[config.mk]
export PLATFORM = sky130hd
export DESIGN_NAME = mps_sequencer
export DESIGN_NICKNAME = d
export VERILOG_FILES = /design/src/hw/mps_prog_mem.v /design/src/hw/mps_sequencer.v
export VERILOG_INCLUDE_DIRS = /design/src /design/src/hw
export SDC_FILE = /design/constraint.sdc
export NUM_CORES = 2
export LEC_CHECK = 0
export CAP_MARGIN = 20
export CORE_MARGIN = 4
export CORE_UTILIZATION = 35
export CTS_BUF_LIST = sky130_fd_sc_hd__clkbuf_4
export DETAILED_ROUTE_END_ITERATION = 7
export DONT_BUFFER_PORTS = 1
export SLEW_MARGIN = 30
export SYNTH_ARGS = -nofsm -noshare
export SYNTH_HDL_FRONTEND = slang
export SYNTH_SLANG_ARGS = --single-unit
[constraint.sdc]
create_clock -name clk -period 16.9 [get_ports clk]
set_input_delay 4.225 -clock clk [delete_from_list [all_inputs] [get_ports clk]]
set_output_delay 4.225 -clock clk [all_outputs]
set_load 0.01 [all_outputs]
[src/hw/mps_defs.vh]
// Purpose : Constants for the motion program sequencer
// Assumes : 100 MHz clk, 32-bit program words
// Notes   : Opcode in bits 31:28, operand in bits 23:0
`ifndef MPS_DEFS_VH
`define MPS_DEFS_VH

// ----------------------------------------------------------------
// Step word layout
// ----------------------------------------------------------------
`define MPS_OP_HI        31
`define MPS_OP_LO        28
`define MPS_ARG_HI       23
`define MPS_ARG_LO       0
`define MPS_ADDR_W       6
`define MPS_DEPTH        64

// ----------------------------------------------------------------
// Opcodes
// ----------------------------------------------------------------
`define MPS_OP_STOP      4'h0
`define MPS_OP_SPEED     4'h1
`define MPS_OP_ACC       4'h2
`define MPS_OP_DEC       4'h3
`define MPS_OP_ACCDEC    4'h4
`define MPS_OP_SCURVE    4'h5
`define MPS_OP_ABS       4'h6
`define MPS_OP_ABS_CONT  4'h7
`define MPS_OP_INC       4'h8
`define MPS_OP_INC_CONT  4'h9
`define MPS_OP_OUT_ON    4'hA
`define MPS_OP_OUT_OFF   4'hB
`define MPS_OP_TRIP      4'hC
`define MPS_OP_LATCH     4'hD
`define MPS_OP_ITP       4'hE
`define MPS_OP_SYNC      4'hF

// ----------------------------------------------------------------
// Travel family and timing
// ----------------------------------------------------------------
`define MPS_FAM_NONE     2'h0
`define MPS_FAM_ABS      2'h1
`define MPS_FAM_INC      2'h2
`define MPS_TICK_NS      10000000
`define MPS_CLK_NS       10
`define MPS_TICK_CYC     ((`MPS_TICK_NS) / (`MPS_CLK_NS))
`define MPS_TICK_W       20
// Last count of the 10 ms divider, sized to the counter
`define MPS_TICK_LAST    20'hF423F
`define MPS_ONT_W        16
`define MPS_POS_W        32

`endif

[src/hw/mps_prog_mem.v]
// Purpose : Program store, one write port, registered read
// Assumes : Single clock
// Notes   : Loaded by the host while the sequencer is idle
`timescale 1ns/1ps
`include "mps_defs.vh"

module mps_prog_mem
(
  input  wire                    clk,
  input  wire                    wr_en,
  input  wire [`MPS_ADDR_W-1:0]  wr_addr,
  input  wire [31:0]             wr_data,
  input  wire [`MPS_ADDR_W-1:0]  rd_addr,
  output reg  [31:0]             rd_data
);

  reg [31:0] mem [0:`MPS_DEPTH-1];

  always @(posedge clk)
  begin
    if (wr_en)
      mem[wr_addr] <= wr_data;
    rd_data <= mem[rd_addr];
  end

endmodule // mps_prog_mem

[src/hw/mps_sequencer.v]
// Purpose : Runs stored motion programs, one step at a time
// Assumes : Pin inputs asynchronous; motion generator on clk
// Notes   : Travel goes out as a one-cycle request with settings
//
// How it works
// Sync, output, trip, latch and interrupt steps run while travel still outputs.
// Speed step takes effect during any of the four travel commands.
// Time-constant steps only feed non-continuous travel; continuous travel ignores them.
// Output-on with nonzero on-time holds program until that time elapses.
// Interrupt step skipped if remaining small, stopped or decelerating.
// Parameter default applies until a program step overrides it, until stop.
// Travel and trip values scaled by power-of-ten unit exponent.
// Speed and time constants kept across program starts.
// S-curve constant reloaded from parameter at every program start.
// After S-curve step, parameter no longer affects motion.
// Programs never mix absolute with incremental continuous forms.
// Absolute continuous after absolute runs blended, no stop.
// Incremental continuous after incremental runs blended, no stop.
// Continuous step speed applies from preceding step's deceleration start.
// Continuous step reuses time constants of preceding same-type travel.
// Forbidden mix stops program and raises program error.
`timescale 1ns/1ps
`include "mps_defs.vh"

module mps_sequencer
(
  input  wire                    clk,
  input  wire                    srst,
  input  wire                    load_en,
  input  wire [`MPS_ADDR_W-1:0]  load_addr,
  input  wire [31:0]             load_data,
  input  wire                    start_pin,
  input  wire                    latch_pin,
  input  wire [23:0]             s_curve_time_param,
  input  wire [1:0]              position_unit_param,
  input  wire [`MPS_ONT_W-1:0]   output1_on_time_param,
  input  wire [`MPS_ONT_W-1:0]   output2_on_time_param,
  input  wire [`MPS_ONT_W-1:0]   output3_on_time_param,
  input  wire                    gen_busy,
  input  wire                    gen_decel,
  input  wire                    gen_stopped,
  input  wire [`MPS_POS_W-1:0]   gen_remaining,
  input  wire [`MPS_POS_W-1:0]   actual_pos,
  output reg                     move_req,
  output reg                     move_blend,
  output reg                     move_incr,
  output reg  [`MPS_POS_W-1:0]   move_target,
  output reg  [23:0]             move_speed,
  output reg  [23:0]             move_acc,
  output reg  [23:0]             move_dec,
  output reg  [23:0]             move_scurve,
  output reg                     speed_upd,
  output reg                     itp_req,
  output reg  [`MPS_POS_W-1:0]   itp_dist,
  output reg  [2:0]              prog_out,
  output reg  [`MPS_POS_W-1:0]   latch_pos,
  output reg                     running,
  output reg                     prog_error
);

  // ----------------------------------------------------------------
  // Pin synchronisers
  // ----------------------------------------------------------------
  reg [1:0] start_sync_reg;
  reg [1:0] latch_sync_reg;
  reg       start_prev_reg;
  reg       latch_prev_reg;
  always @(posedge clk)
  begin
    start_sync_reg <= {start_sync_reg[0], start_pin};
    latch_sync_reg <= {latch_sync_reg[0], latch_pin};
    start_prev_reg <= start_sync_reg[1];
    latch_prev_reg <= latch_sync_reg[1];
  end
  wire start_rise = start_sync_reg[1] & ~start_prev_reg;
  wire latch_rise = latch_sync_reg[1] & ~latch_prev_reg;

  // ----------------------------------------------------------------
  // Helpers
  // ----------------------------------------------------------------
  // Power-of-ten scaling; unit codes above 3 are not offered
  function [`MPS_POS_W-1:0] scale_pos;
    input [23:0] arg;
    input [1:0]  unit_exponent;
    reg   [`MPS_POS_W-1:0] ext;
    begin
      ext = {{(`MPS_POS_W-24){arg[23]}}, arg};
      case (unit_exponent)
        2'h1:    scale_pos = ext * 10;
        2'h2:    scale_pos = ext * 100;
        2'h3:    scale_pos = ext * 1000;
        default: scale_pos = ext;
      endcase
    end
  endfunction

  function [1:0] family_of;
    input [3:0] op;
    begin
      case (op)
        `MPS_OP_ABS, `MPS_OP_ABS_CONT: family_of = `MPS_FAM_ABS;
        `MPS_OP_INC, `MPS_OP_INC_CONT: family_of = `MPS_FAM_INC;
        default:                       family_of = `MPS_FAM_NONE;
      endcase
    end
  endfunction

  // ----------------------------------------------------------------
  // Program store
  // ----------------------------------------------------------------
  reg  [`MPS_ADDR_W-1:0] pc_reg;
  wire [31:0]            step_word;
  mps_prog_mem mps_prog_mem_i
  (
    .clk     (clk),
    .wr_en   (load_en & ~running),
    .wr_addr (load_addr),
    .wr_data (load_data),
    .rd_addr (pc_reg),
    .rd_data (step_word)
  );
  wire [3:0]  op  = step_word[`MPS_OP_HI:`MPS_OP_LO];
  wire [23:0] arg = step_word[`MPS_ARG_HI:`MPS_ARG_LO];

  // ----------------------------------------------------------------
  // Sequencer
  // ----------------------------------------------------------------
  localparam ST_IDLE  = 3'h0;
  localparam ST_FETCH = 3'h1;
  localparam ST_EXEC  = 3'h2;
  localparam ST_WAIT  = 3'h3;
  localparam ST_TRIP  = 3'h4;
  localparam ST_HOLD  = 3'h5;

  reg [2:0]              state_reg;
  reg [23:0]             speed_reg;
  reg [23:0]             acc_reg;
  reg [23:0]             dec_reg;
  reg [23:0]             scurve_reg;
  reg [1:0]              family_reg;
  reg                    in_motion_reg;
  reg [`MPS_POS_W-1:0]   trip_reg;
  reg [`MPS_POS_W-1:0]   trip_start_reg;
  reg [`MPS_TICK_W-1:0]  tick_cnt_reg;
  reg [`MPS_ONT_W-1:0]   hold_cnt_reg;
  wire tick = (tick_cnt_reg == `MPS_TICK_LAST);
  wire [`MPS_POS_W-1:0] travelled = actual_pos - trip_start_reg;
  wire [`MPS_POS_W-1:0] varg = scale_pos(arg, position_unit_param);

  // On-time of the output addressed by arg[1:0]; zero on-time means no hold
  reg [`MPS_ONT_W-1:0] on_time;
  always @*
  begin
    case (arg[1:0])
      2'h1:    on_time = output1_on_time_param;
      2'h2:    on_time = output2_on_time_param;
      2'h3:    on_time = output3_on_time_param;
      default: on_time = {`MPS_ONT_W{1'b0}};
    endcase
  end

  always @(posedge clk)
  begin
    if (srst)
    begin
      state_reg      <= ST_IDLE;
      pc_reg         <= {`MPS_ADDR_W{1'b0}};
      speed_reg      <= 24'h000000;
      acc_reg        <= 24'h000000;
      dec_reg        <= 24'h000000;
      scurve_reg     <= 24'h000000;
      family_reg     <= `MPS_FAM_NONE;
      in_motion_reg  <= 1'b0;
      trip_reg       <= {`MPS_POS_W{1'b0}};
      trip_start_reg <= {`MPS_POS_W{1'b0}};
      tick_cnt_reg   <= {`MPS_TICK_W{1'b0}};
      hold_cnt_reg   <= {`MPS_ONT_W{1'b0}};
      move_req       <= 1'b0;
      move_blend     <= 1'b0;
      move_incr      <= 1'b0;
      move_target    <= {`MPS_POS_W{1'b0}};
      move_speed     <= 24'h000000;
      move_acc       <= 24'h000000;
      move_dec       <= 24'h000000;
      move_scurve    <= 24'h000000;
      speed_upd      <= 1'b0;
      itp_req        <= 1'b0;
      itp_dist       <= {`MPS_POS_W{1'b0}};
      prog_out       <= 3'h0;
      latch_pos      <= {`MPS_POS_W{1'b0}};
      running        <= 1'b0;
      prog_error     <= 1'b0;
    end
    else
    begin
      move_req  <= 1'b0;
      speed_upd <= 1'b0;
      itp_req   <= 1'b0;
      tick_cnt_reg <= tick ? {`MPS_TICK_W{1'b0}} : tick_cnt_reg + 1'b1;
      case (state_reg)
        ST_IDLE:
        begin
          if (start_rise)
          begin
            pc_reg        <= {`MPS_ADDR_W{1'b0}};
            scurve_reg    <= s_curve_time_param;
            family_reg    <= `MPS_FAM_NONE;
            in_motion_reg <= 1'b0;
            prog_error    <= 1'b0;
            running       <= 1'b1;
            state_reg     <= ST_FETCH;
          end
        end
        ST_FETCH:
          state_reg <= ST_EXEC;
        ST_EXEC:
        begin
          pc_reg    <= pc_reg + 1'b1;
          state_reg <= ST_FETCH;
          case (op)
            `MPS_OP_SPEED:
            begin
              speed_reg <= arg;
              if (in_motion_reg && gen_busy)
              begin
                move_speed <= arg;
                speed_upd  <= 1'b1;
              end
            end
            `MPS_OP_ACC:    acc_reg    <= arg;
            `MPS_OP_DEC:    dec_reg    <= arg;
            `MPS_OP_ACCDEC:
            begin
              acc_reg <= arg;
              dec_reg <= arg;
            end
            `MPS_OP_SCURVE: scurve_reg <= arg;
            `MPS_OP_ABS, `MPS_OP_INC:
            begin
              move_req      <= 1'b1;
              move_blend    <= 1'b0;
              move_incr     <= (op == `MPS_OP_INC);
              move_target   <= varg;
              move_speed    <= speed_reg;
              move_acc      <= acc_reg;
              move_dec      <= dec_reg;
              move_scurve   <= scurve_reg;
              family_reg    <= family_of(op);
              in_motion_reg <= 1'b1;
              trip_start_reg <= actual_pos;
              state_reg     <= ST_WAIT;
            end
            `MPS_OP_ABS_CONT, `MPS_OP_INC_CONT:
            begin
              if (family_reg != family_of(op) && family_reg != `MPS_FAM_NONE)
              begin
                prog_error <= 1'b1;
                running    <= 1'b0;
                prog_out   <= 3'h0;
                state_reg  <= ST_IDLE;
              end
              else
              begin
                // Generator blends from the prior deceleration start point
                move_req    <= 1'b1;
                move_blend  <= 1'b1;
                move_incr   <= (op == `MPS_OP_INC_CONT);
                move_target <= varg;
                move_speed  <= speed_reg;
                family_reg  <= family_of(op);
                in_motion_reg <= 1'b1;             // acc/dec held
                trip_start_reg <= actual_pos;
                state_reg   <= ST_WAIT;
              end
            end
            `MPS_OP_OUT_ON:
            begin
              prog_out[arg[1:0] - 2'h1] <= 1'b1;
              if (on_time != {`MPS_ONT_W{1'b0}})
              begin
                hold_cnt_reg <= on_time;
                state_reg    <= ST_HOLD;
              end
            end
            `MPS_OP_OUT_OFF: prog_out[arg[1:0] - 2'h1] <= 1'b0;
            `MPS_OP_TRIP:
            begin
              trip_reg  <= varg;
              state_reg <= ST_TRIP;
            end
            `MPS_OP_LATCH:
              if (latch_rise)
                latch_pos <= actual_pos;
              else
              begin
                pc_reg    <= pc_reg;
                state_reg <= ST_EXEC;
              end
            `MPS_OP_ITP:
              if (!(gen_remaining <= varg || gen_stopped || gen_decel))
              begin
                itp_req  <= 1'b1;
                itp_dist <= varg;
              end
            `MPS_OP_SYNC: ;
            default:
            begin
              running   <= 1'b0;                   // Stop ends outputs too
              prog_out  <= 3'h0;
              state_reg <= ST_IDLE;
            end
          endcase
        end
        ST_WAIT:
          // Immediate steps proceed while the generator runs
          state_reg <= ST_FETCH;
        ST_TRIP:
          if (travelled >= trip_reg || trip_reg - travelled > trip_reg)
            state_reg <= ST_FETCH;
        ST_HOLD:
          if (hold_cnt_reg == {`MPS_ONT_W{1'b0}})
            state_reg <= ST_FETCH;
          else if (tick)
            hold_cnt_reg <= hold_cnt_reg - 1'b1;
        default:
          state_reg <= ST_IDLE;
      endcase
      if (!gen_busy && state_reg == ST_IDLE)
        in_motion_reg <= 1'b0;
    end
  end

endmodule // mps_sequencer

### Word level (Yosys, flattened, before mapping)

Memories as Yosys holds them, arrays and structs flattened. A register that Yosys moved wholly into a read port is not among the register bits.
Index checks and enable logic that the tools add are counted.

| storage, ports and cells | value |
|---|---|
| flip-flop bits (word level) | 416 |
| bits in writable memories | 2048 |
| bits of input ports | 184 |
| word-level logic and storage cells | 214 |
| memories kept | 1 |

Memory list:

| name | depth | width | read ports | clocked after memory_dff | write ports | RTL line | source |
|---|---|---|---|---|---|---|---|
| mps_prog_mem_i.mem | 64 | 32 | 1 | 1 | 1 | mps_prog_mem.v:17 | `` reg [31:0] mem [0:`MPS_DEPTH-1]; `` |

| operators by class | value |
|---|---|
| add/subtract/negate cells | 6 |
| $mul | 3 |
| order comparisons | 5 |
| equal/unequal tests | 46 |
| multiplexer cells | 61 |
| bitwise operators | 14 |
| reduce and logical (&&, ||, !) cells | 47 |

Operator list:

| operator | number |
|---|---|
| 32-bit one-hot mux with 2 select lines | 2 |
| 24-bit 2-to-1 mux | 4 |
| 32-bit one-hot mux with 3 select lines | 1 |
| 24-bit one-hot mux with 3 select lines | 1 |
| 16-bit 2-to-1 mux | 4 |
| 32-bit 2-to-1 mux | 2 |
| 32-bit subtractor | 2 |
| 16-bit one-hot mux with 3 select lines | 1 |
| 24-bit one-hot mux with 2 select lines | 1 |
| 3-bit one-hot mux with 6 select lines | 2 |
| 4-bit equality test, second input constant | 8 |
| 32-bit greater-or-equal comparator | 1 |
| 32-bit > comparator | 1 |
| 32-bit less-or-equal comparator | 1 |
| 32-bit by 3-bit multiplier with 31-bit output, second input constant | 1 |
| 32-bit by 5-bit multiplier with 30-bit output, second input constant | 1 |
| 32-bit by 7-bit multiplier with 29-bit output, second input constant | 1 |
| 16-bit one-hot mux with 2 select lines | 1 |
| 2-bit inequality test, second input constant | 11 |
| 3-bit AND reduction | 7 |
| 20-bit by 1-bit adder with 20-bit output, second input constant | 1 |
| 20-bit equality test, second input constant | 1 |
| 6-bit 2-to-1 mux | 3 |
| 2-bit OR reduction | 9 |
| other kinds (45) | 115 |

### Logic depth before layout (Yosys ltp)

| logic depth | value |
|---|---|
| depth after elaboration | 11 |
| gate-level depth with buffers | 33 |
| depth with buffers taken out | 33 |

### Modules after synthesis

From an unflattened synthesis, not the netlist that was laid out.

| second synthesis, totals | value |
|---|---|
| cell total of the unflattened synthesis | 7113 |
| area total of the unflattened synthesis | 108089.9 um2 |

Modules (own cells, without submodules):

| module | times used | cells an instance | area each (um2) | seq. area each (um2) |
|---|---|---|---|---|
| mps_prog_mem | 1 | 3511 | 79039.6 | 62139.6 |
| mps_sequencer | 1 | 3602 | 29050.4 | 8328.0 |

### Worst setup path after synthesis

No wires, ideal clock.

| timing path | value |
|---|---|
| kind | in2reg |
| from | input actual_pos[0] |
| to | register state_reg[2] |
| library setup time | 0.058 ns |
| arrival time | 9.677 ns |
| data required time | 16.842 ns |
| setup slack | 7.165 ns |
| stages | 31 |
| path buffers | 1 |
| path through | inv_1 > ha_1 > inv_1 > fa_1 > a21o_1 > a311o_1 > o211ai_1 > a21boi_1 > o31a_1 > or2_1 > a221oi_1 > a21oi_1 > xnor2_1 > ha_1 > and3_1 > clkbuf_1 > and2_1 > and2_1 > a221o_1 > o41a_1 > or4_1 > nand4_1 > ha_1 > nand4_1 > nor2_1 > nand3_1 > nor2_1 > nand4_1 > nor2b_1 > a21oi_1 > o211a_1 |

| on the way | value |
|---|---|
| word-level cells in the longest chain between the ends | 6 |

RTL lines:

| item | RTL line | source |
|---|---|---|
| start, declared | mps_sequencer.v:43 | `` input wire [`MPS_POS_W-1:0] actual_pos, `` |
| 32-bit subtractor * | mps_sequencer.v:147 | `` wire [`MPS_POS_W-1:0] travelled = actual_pos - trip_start_reg; `` |
| 32-bit subtractor | mps_sequencer.v:318 | `if (travelled >= trip_reg \|\| trip_reg - travelled > trip_reg)` |
| 32-bit > comparator | mps_sequencer.v:318 |  |
| 1-bit logical OR * | mps_sequencer.v:318 |  |
| 2-bit inequality test (no source line) * | n/a |  |
| 3-bit AND reduction (no source line) * | n/a |  |
| end signal, assigned | mps_sequencer.v:316 | `state_reg <= ST_FETCH;` |
| end signal, assigned | mps_sequencer.v:319 | `state_reg <= ST_FETCH;` |
| end signal, assigned | mps_sequencer.v:322 | `state_reg <= ST_FETCH;` |
| end, declared | mps_sequencer.v:135 | `reg [2:0] state_reg;` |

Every way passes the cells marked *; elsewhere a longest branch is shown, timed or not.
A chain may end at the register's enable or synchronous reset.

### Worst setup path in the final report

| timing path | value |
|---|---|
| from | input actual_pos[0] |
| to | register state_reg[0] |

Same word-level chain as after synthesis.

==> key figures <==
Run status
  – Outcome: completed

Synth
  – Ys Warns: 0
  – Xor and xnor fraction of the mapped netlist area: 1.19%
  – Largest family of logic cells by synthesized area: multiplexers
  – Cells after Synth: 6276
  – Post-synthesis mux area share: between 10% and 20%
  – Synth Area in Simple Gates: 5.98%
  – Top_reg_cell synth: edfxtp_1
  – Adder-Cell Fraction of Synth Area: 5.99%
  – Syn avg cell area: 15.6 um^2
  – Distinct cells, synth: 95
  – Post-synthesis cell area: about 98000 um^2
  – Yosys reg bits: ~2200
  – Syn_nets: 6859
  – Synth Area in Compound Gates: 5.98%
  – Sequential-to-total area share from yosys stat: about 64%
  – EDFF count, synth: 1792
  – Asr flop ratio synth: 0%

Detailed routing
  – Drt drc: 0
  – DR vias: 58000
  – Iter 0 DRT Violations: 5705
  – Post-DR wirelength/cell: 26.4 um
  – Final wirelength: 284 mm
  – TritonRoute pass-1 iters: 7
  – DR vias/cell: 5.38
  – Antenna Nets Post-Route: 0

Worst setup path
  – Top delay family on crit path: compound AO/OA/AOI/OAI gates
  – CP Data Required Time: 18040 ps
  – Worst path max stage delay: 420 ps
  – Worst reg-to-reg path cell count: 28
  – Crit path buffers/inverters: 2
  – Reg2reg start: mps_prog_mem_i.rd_data[1]$_DFF_P_
  – Worst R2R Setup Slack: between 8000 and 9000 ps
  – Crit. End Element: register
  – Critical-path top delay cell: or4_1
  – FF-to-FF End: itp_dist[20]$_SDFFE_PP0P_
  – CP startpoint kind: input pin
  – Crit path max fanout: 6
  – Crit path kind: in -> reg
  – Crit path DAT: 10630 ps

Die
  – FP Rows: 193
  – Starting Density: 35.2%
  – Die Height: 536 um
  – Ports: 386
  – Core area: 277000 um^2
  – Die width: between 500 and 600 um
  – Die footprint: about 290000 um^2

GRT
  – Number of global-route vias before repair: 58500
  – First-pass GRT wire length: between 400 and 500 mm
  – GR Overflow Total: 0
  – Largest net degree at the start of global routing: 393
  – Initial antenna violation count: 36
  – Total GRT Usage: 19.4%

Finish
  – Multi-input logic area: 33100 um^2
  – Number of flip-flops in the largest register: roughly 1800
  – Commonest non-fill, non-tap cell in the layout: edfxtp_1
  – Final core occ: between 30% and 40%
  – Share of cells above drive strength 1: 24.8%
  – Area Growth Syn to Fin: 12.5%
  – Filler cells: 25700
  – FF/Latch Area: 62700 um^2
  – Most frequent cells in the layout: edfxtp_1 (1792), clkbuf_4 (805), nand2_1 (622)
  – Cell area after layout: 110000 um^2
  – Top reg by flops: mps_prog_mem_i.mem
  – Fin nets: 7284

Clock network
  – Worst-Skew Late Latency: approximately 1300 ps
  – CTS Buf Count: 574
  – Clock sink count: 2236
  – Clock-pin slew on the worst setup and hold paths: 60 ps
  – Hold Buf Count CTS: 0
  – Post-cts sizing count: 0
  – Htree depth: 6
  – Post-CTS Setup Bufs: 0
  – Max clock buf depth: 4
  – Root Buffer: clkbuf_4
  – TritonCTS clock tree: yes

Timing
  – Post-layout min period: 9490 ps
  – Worst slew pin tran: 988 ps
  – Final setup vio count: 0
  – Final worst path period share: 56.2%
  – RSZ-0062 raised after global routing: no
  – Peak Freq: 105 MHz
  – Skew final: ~120 ps
  – TNS Setup: 0 ps
  – Final hold viol count: 0
  – Max-Slew Margin vs Limit: 34.1%
  – Final Slew Violations: 0

Worst hold path
  – Hold Crit Endpoint: latch_sync_reg[1]$_DFF_P_
  – Hold_sp: latch_sync_reg[0]$_DFF_P_
  – HP Class: reg -> reg
  – WHS Path Cells: 0

Power
  – PwrDens: 111 nW/um^2
  – Leak: 36.2 nW
  – IR Drop Worst-Case VDD: 74.8 uV

Placement
  – # port buffers: 0
  – RePlAce Congestion: 0.922
  – Hpwl dp: 178 mm
  – Post-Place Cell Area: 103000 um^2

Run
  – Max-cap viol count: 0
## layer usage
metal | part of all wire, % | vias up | track usage, %
met2 | 47 | 2533 | 30.9
met1 | 40 | 29700 | 25.4
met4 | 3.1 | 26 | 6.72
li1 | - | 25300 | -
met3 | 9.6 | 479 | 5.61
met5 | 0.063 | - | 0
## kinds of logic (layout without fill, tap and decap cells)
| kind of cell | count (synthesis) | in the layout |
|---|---|---|
| multiplexers | 621 | 621 |
| XOR/XNOR | 133 | 133 |
| flip-flops | 2236 | 2236 |
| adder cells (fa/ha/maj) | 399 | 399 |
| buffers and inverters | 657 | 1434 |
| other | 0 | 19 |
| AND/OR/NAND/NOR | 1325 | 1325 |
| AO/OA/AOI/OAI | 905 | 905 |
## final cells by class
class	instances	share of cell area, %
Antenna cell	19	0.0433
Clock buffer	805	5.50
Clock inverter	123	0.722
Inverter	356	1.22
Multi-Input combinational cell	3383	30.1
Sequential cell	2236	57.1
Tap cell	3705	4.22
Timing Repair Buffer	150	1.11
## stage by stage
stage / std cells / total power [mW] / hold WS [ps] / setup slack, ps
after floorplan: 6276 / 7.26 / 310 / 7160
after global placement: 9823 / 7.79 / 361 / 6100
after detailed placement: 9828 / 7.81 / 348 / 6150
after CTS: 10800 / 12.3 / 355 / 7570
after global routing: 10800 / 12.8 / 355 / 7020
final: 10800 / 12.2 / 349 / 7410
## how the worst max path moves through the flow
stage	from	end	slack, ps	depth (start not counted)
after CTS	actual_pos[0]	state_reg[0]$_SDFFE_PP0P_	7570	31
final	actual_pos[0]	state_reg[0]$_SDFFE_PP0P_	7410	32
after floorplan	actual_pos[0]	state_reg[2]$_SDFFE_PP0P_	7160	31
after detailed placement	actual_pos[0]	state_reg[0]$_SDFFE_PP0P_	6150	31
after global routing	actual_pos[0]	state_reg[0]$_SDFFE_PP0P_	7020	31
after global placement	actual_pos[0]	state_reg[2]$_SDFFE_PP0P_	6100	32
## power by group
| group | internal, mW | total (mW) | switching (mW) |
|---|---|---|---|
| logic | 0.659 | 1.74 | 1.08 |
| clock network | 2.32 | 4.47 | 2.16 |
| registers | 5.97 | 5.99 | 0.0242 |
| total | 8.95 | 12.2 | 3.26 |
## synth_stat cells (all sizes together) (28+ instances only)
cell type | n | area share (%)
buf | 71 | 0.34
fa | 114 | 2.3
a311oi | 55 | 0.51
mux4 | 603 | 14
a21oi | 388 | 2.0
inv | 355 | 1.4
xor2 | 58 | 0.52
a21o | 74 | 0.57
nor3 | 57 | 0.30
nand3 | 45 | 0.24
a211oi | 28 | 0.22
nor2 | 364 | 1.4
dfxtp | 444 | 9.1
o21a | 34 | 0.26
ha | 285 | 3.7
nand3b | 34 | 0.27
nand4 | 45 | 0.29
xnor2 | 75 | 0.67
o21ai | 123 | 0.64
nand2 | 624 | 2.4
clkbuf | 230 | 0.88
edfxtp | 1792 | 55
(Power assumes the default switching activity.)
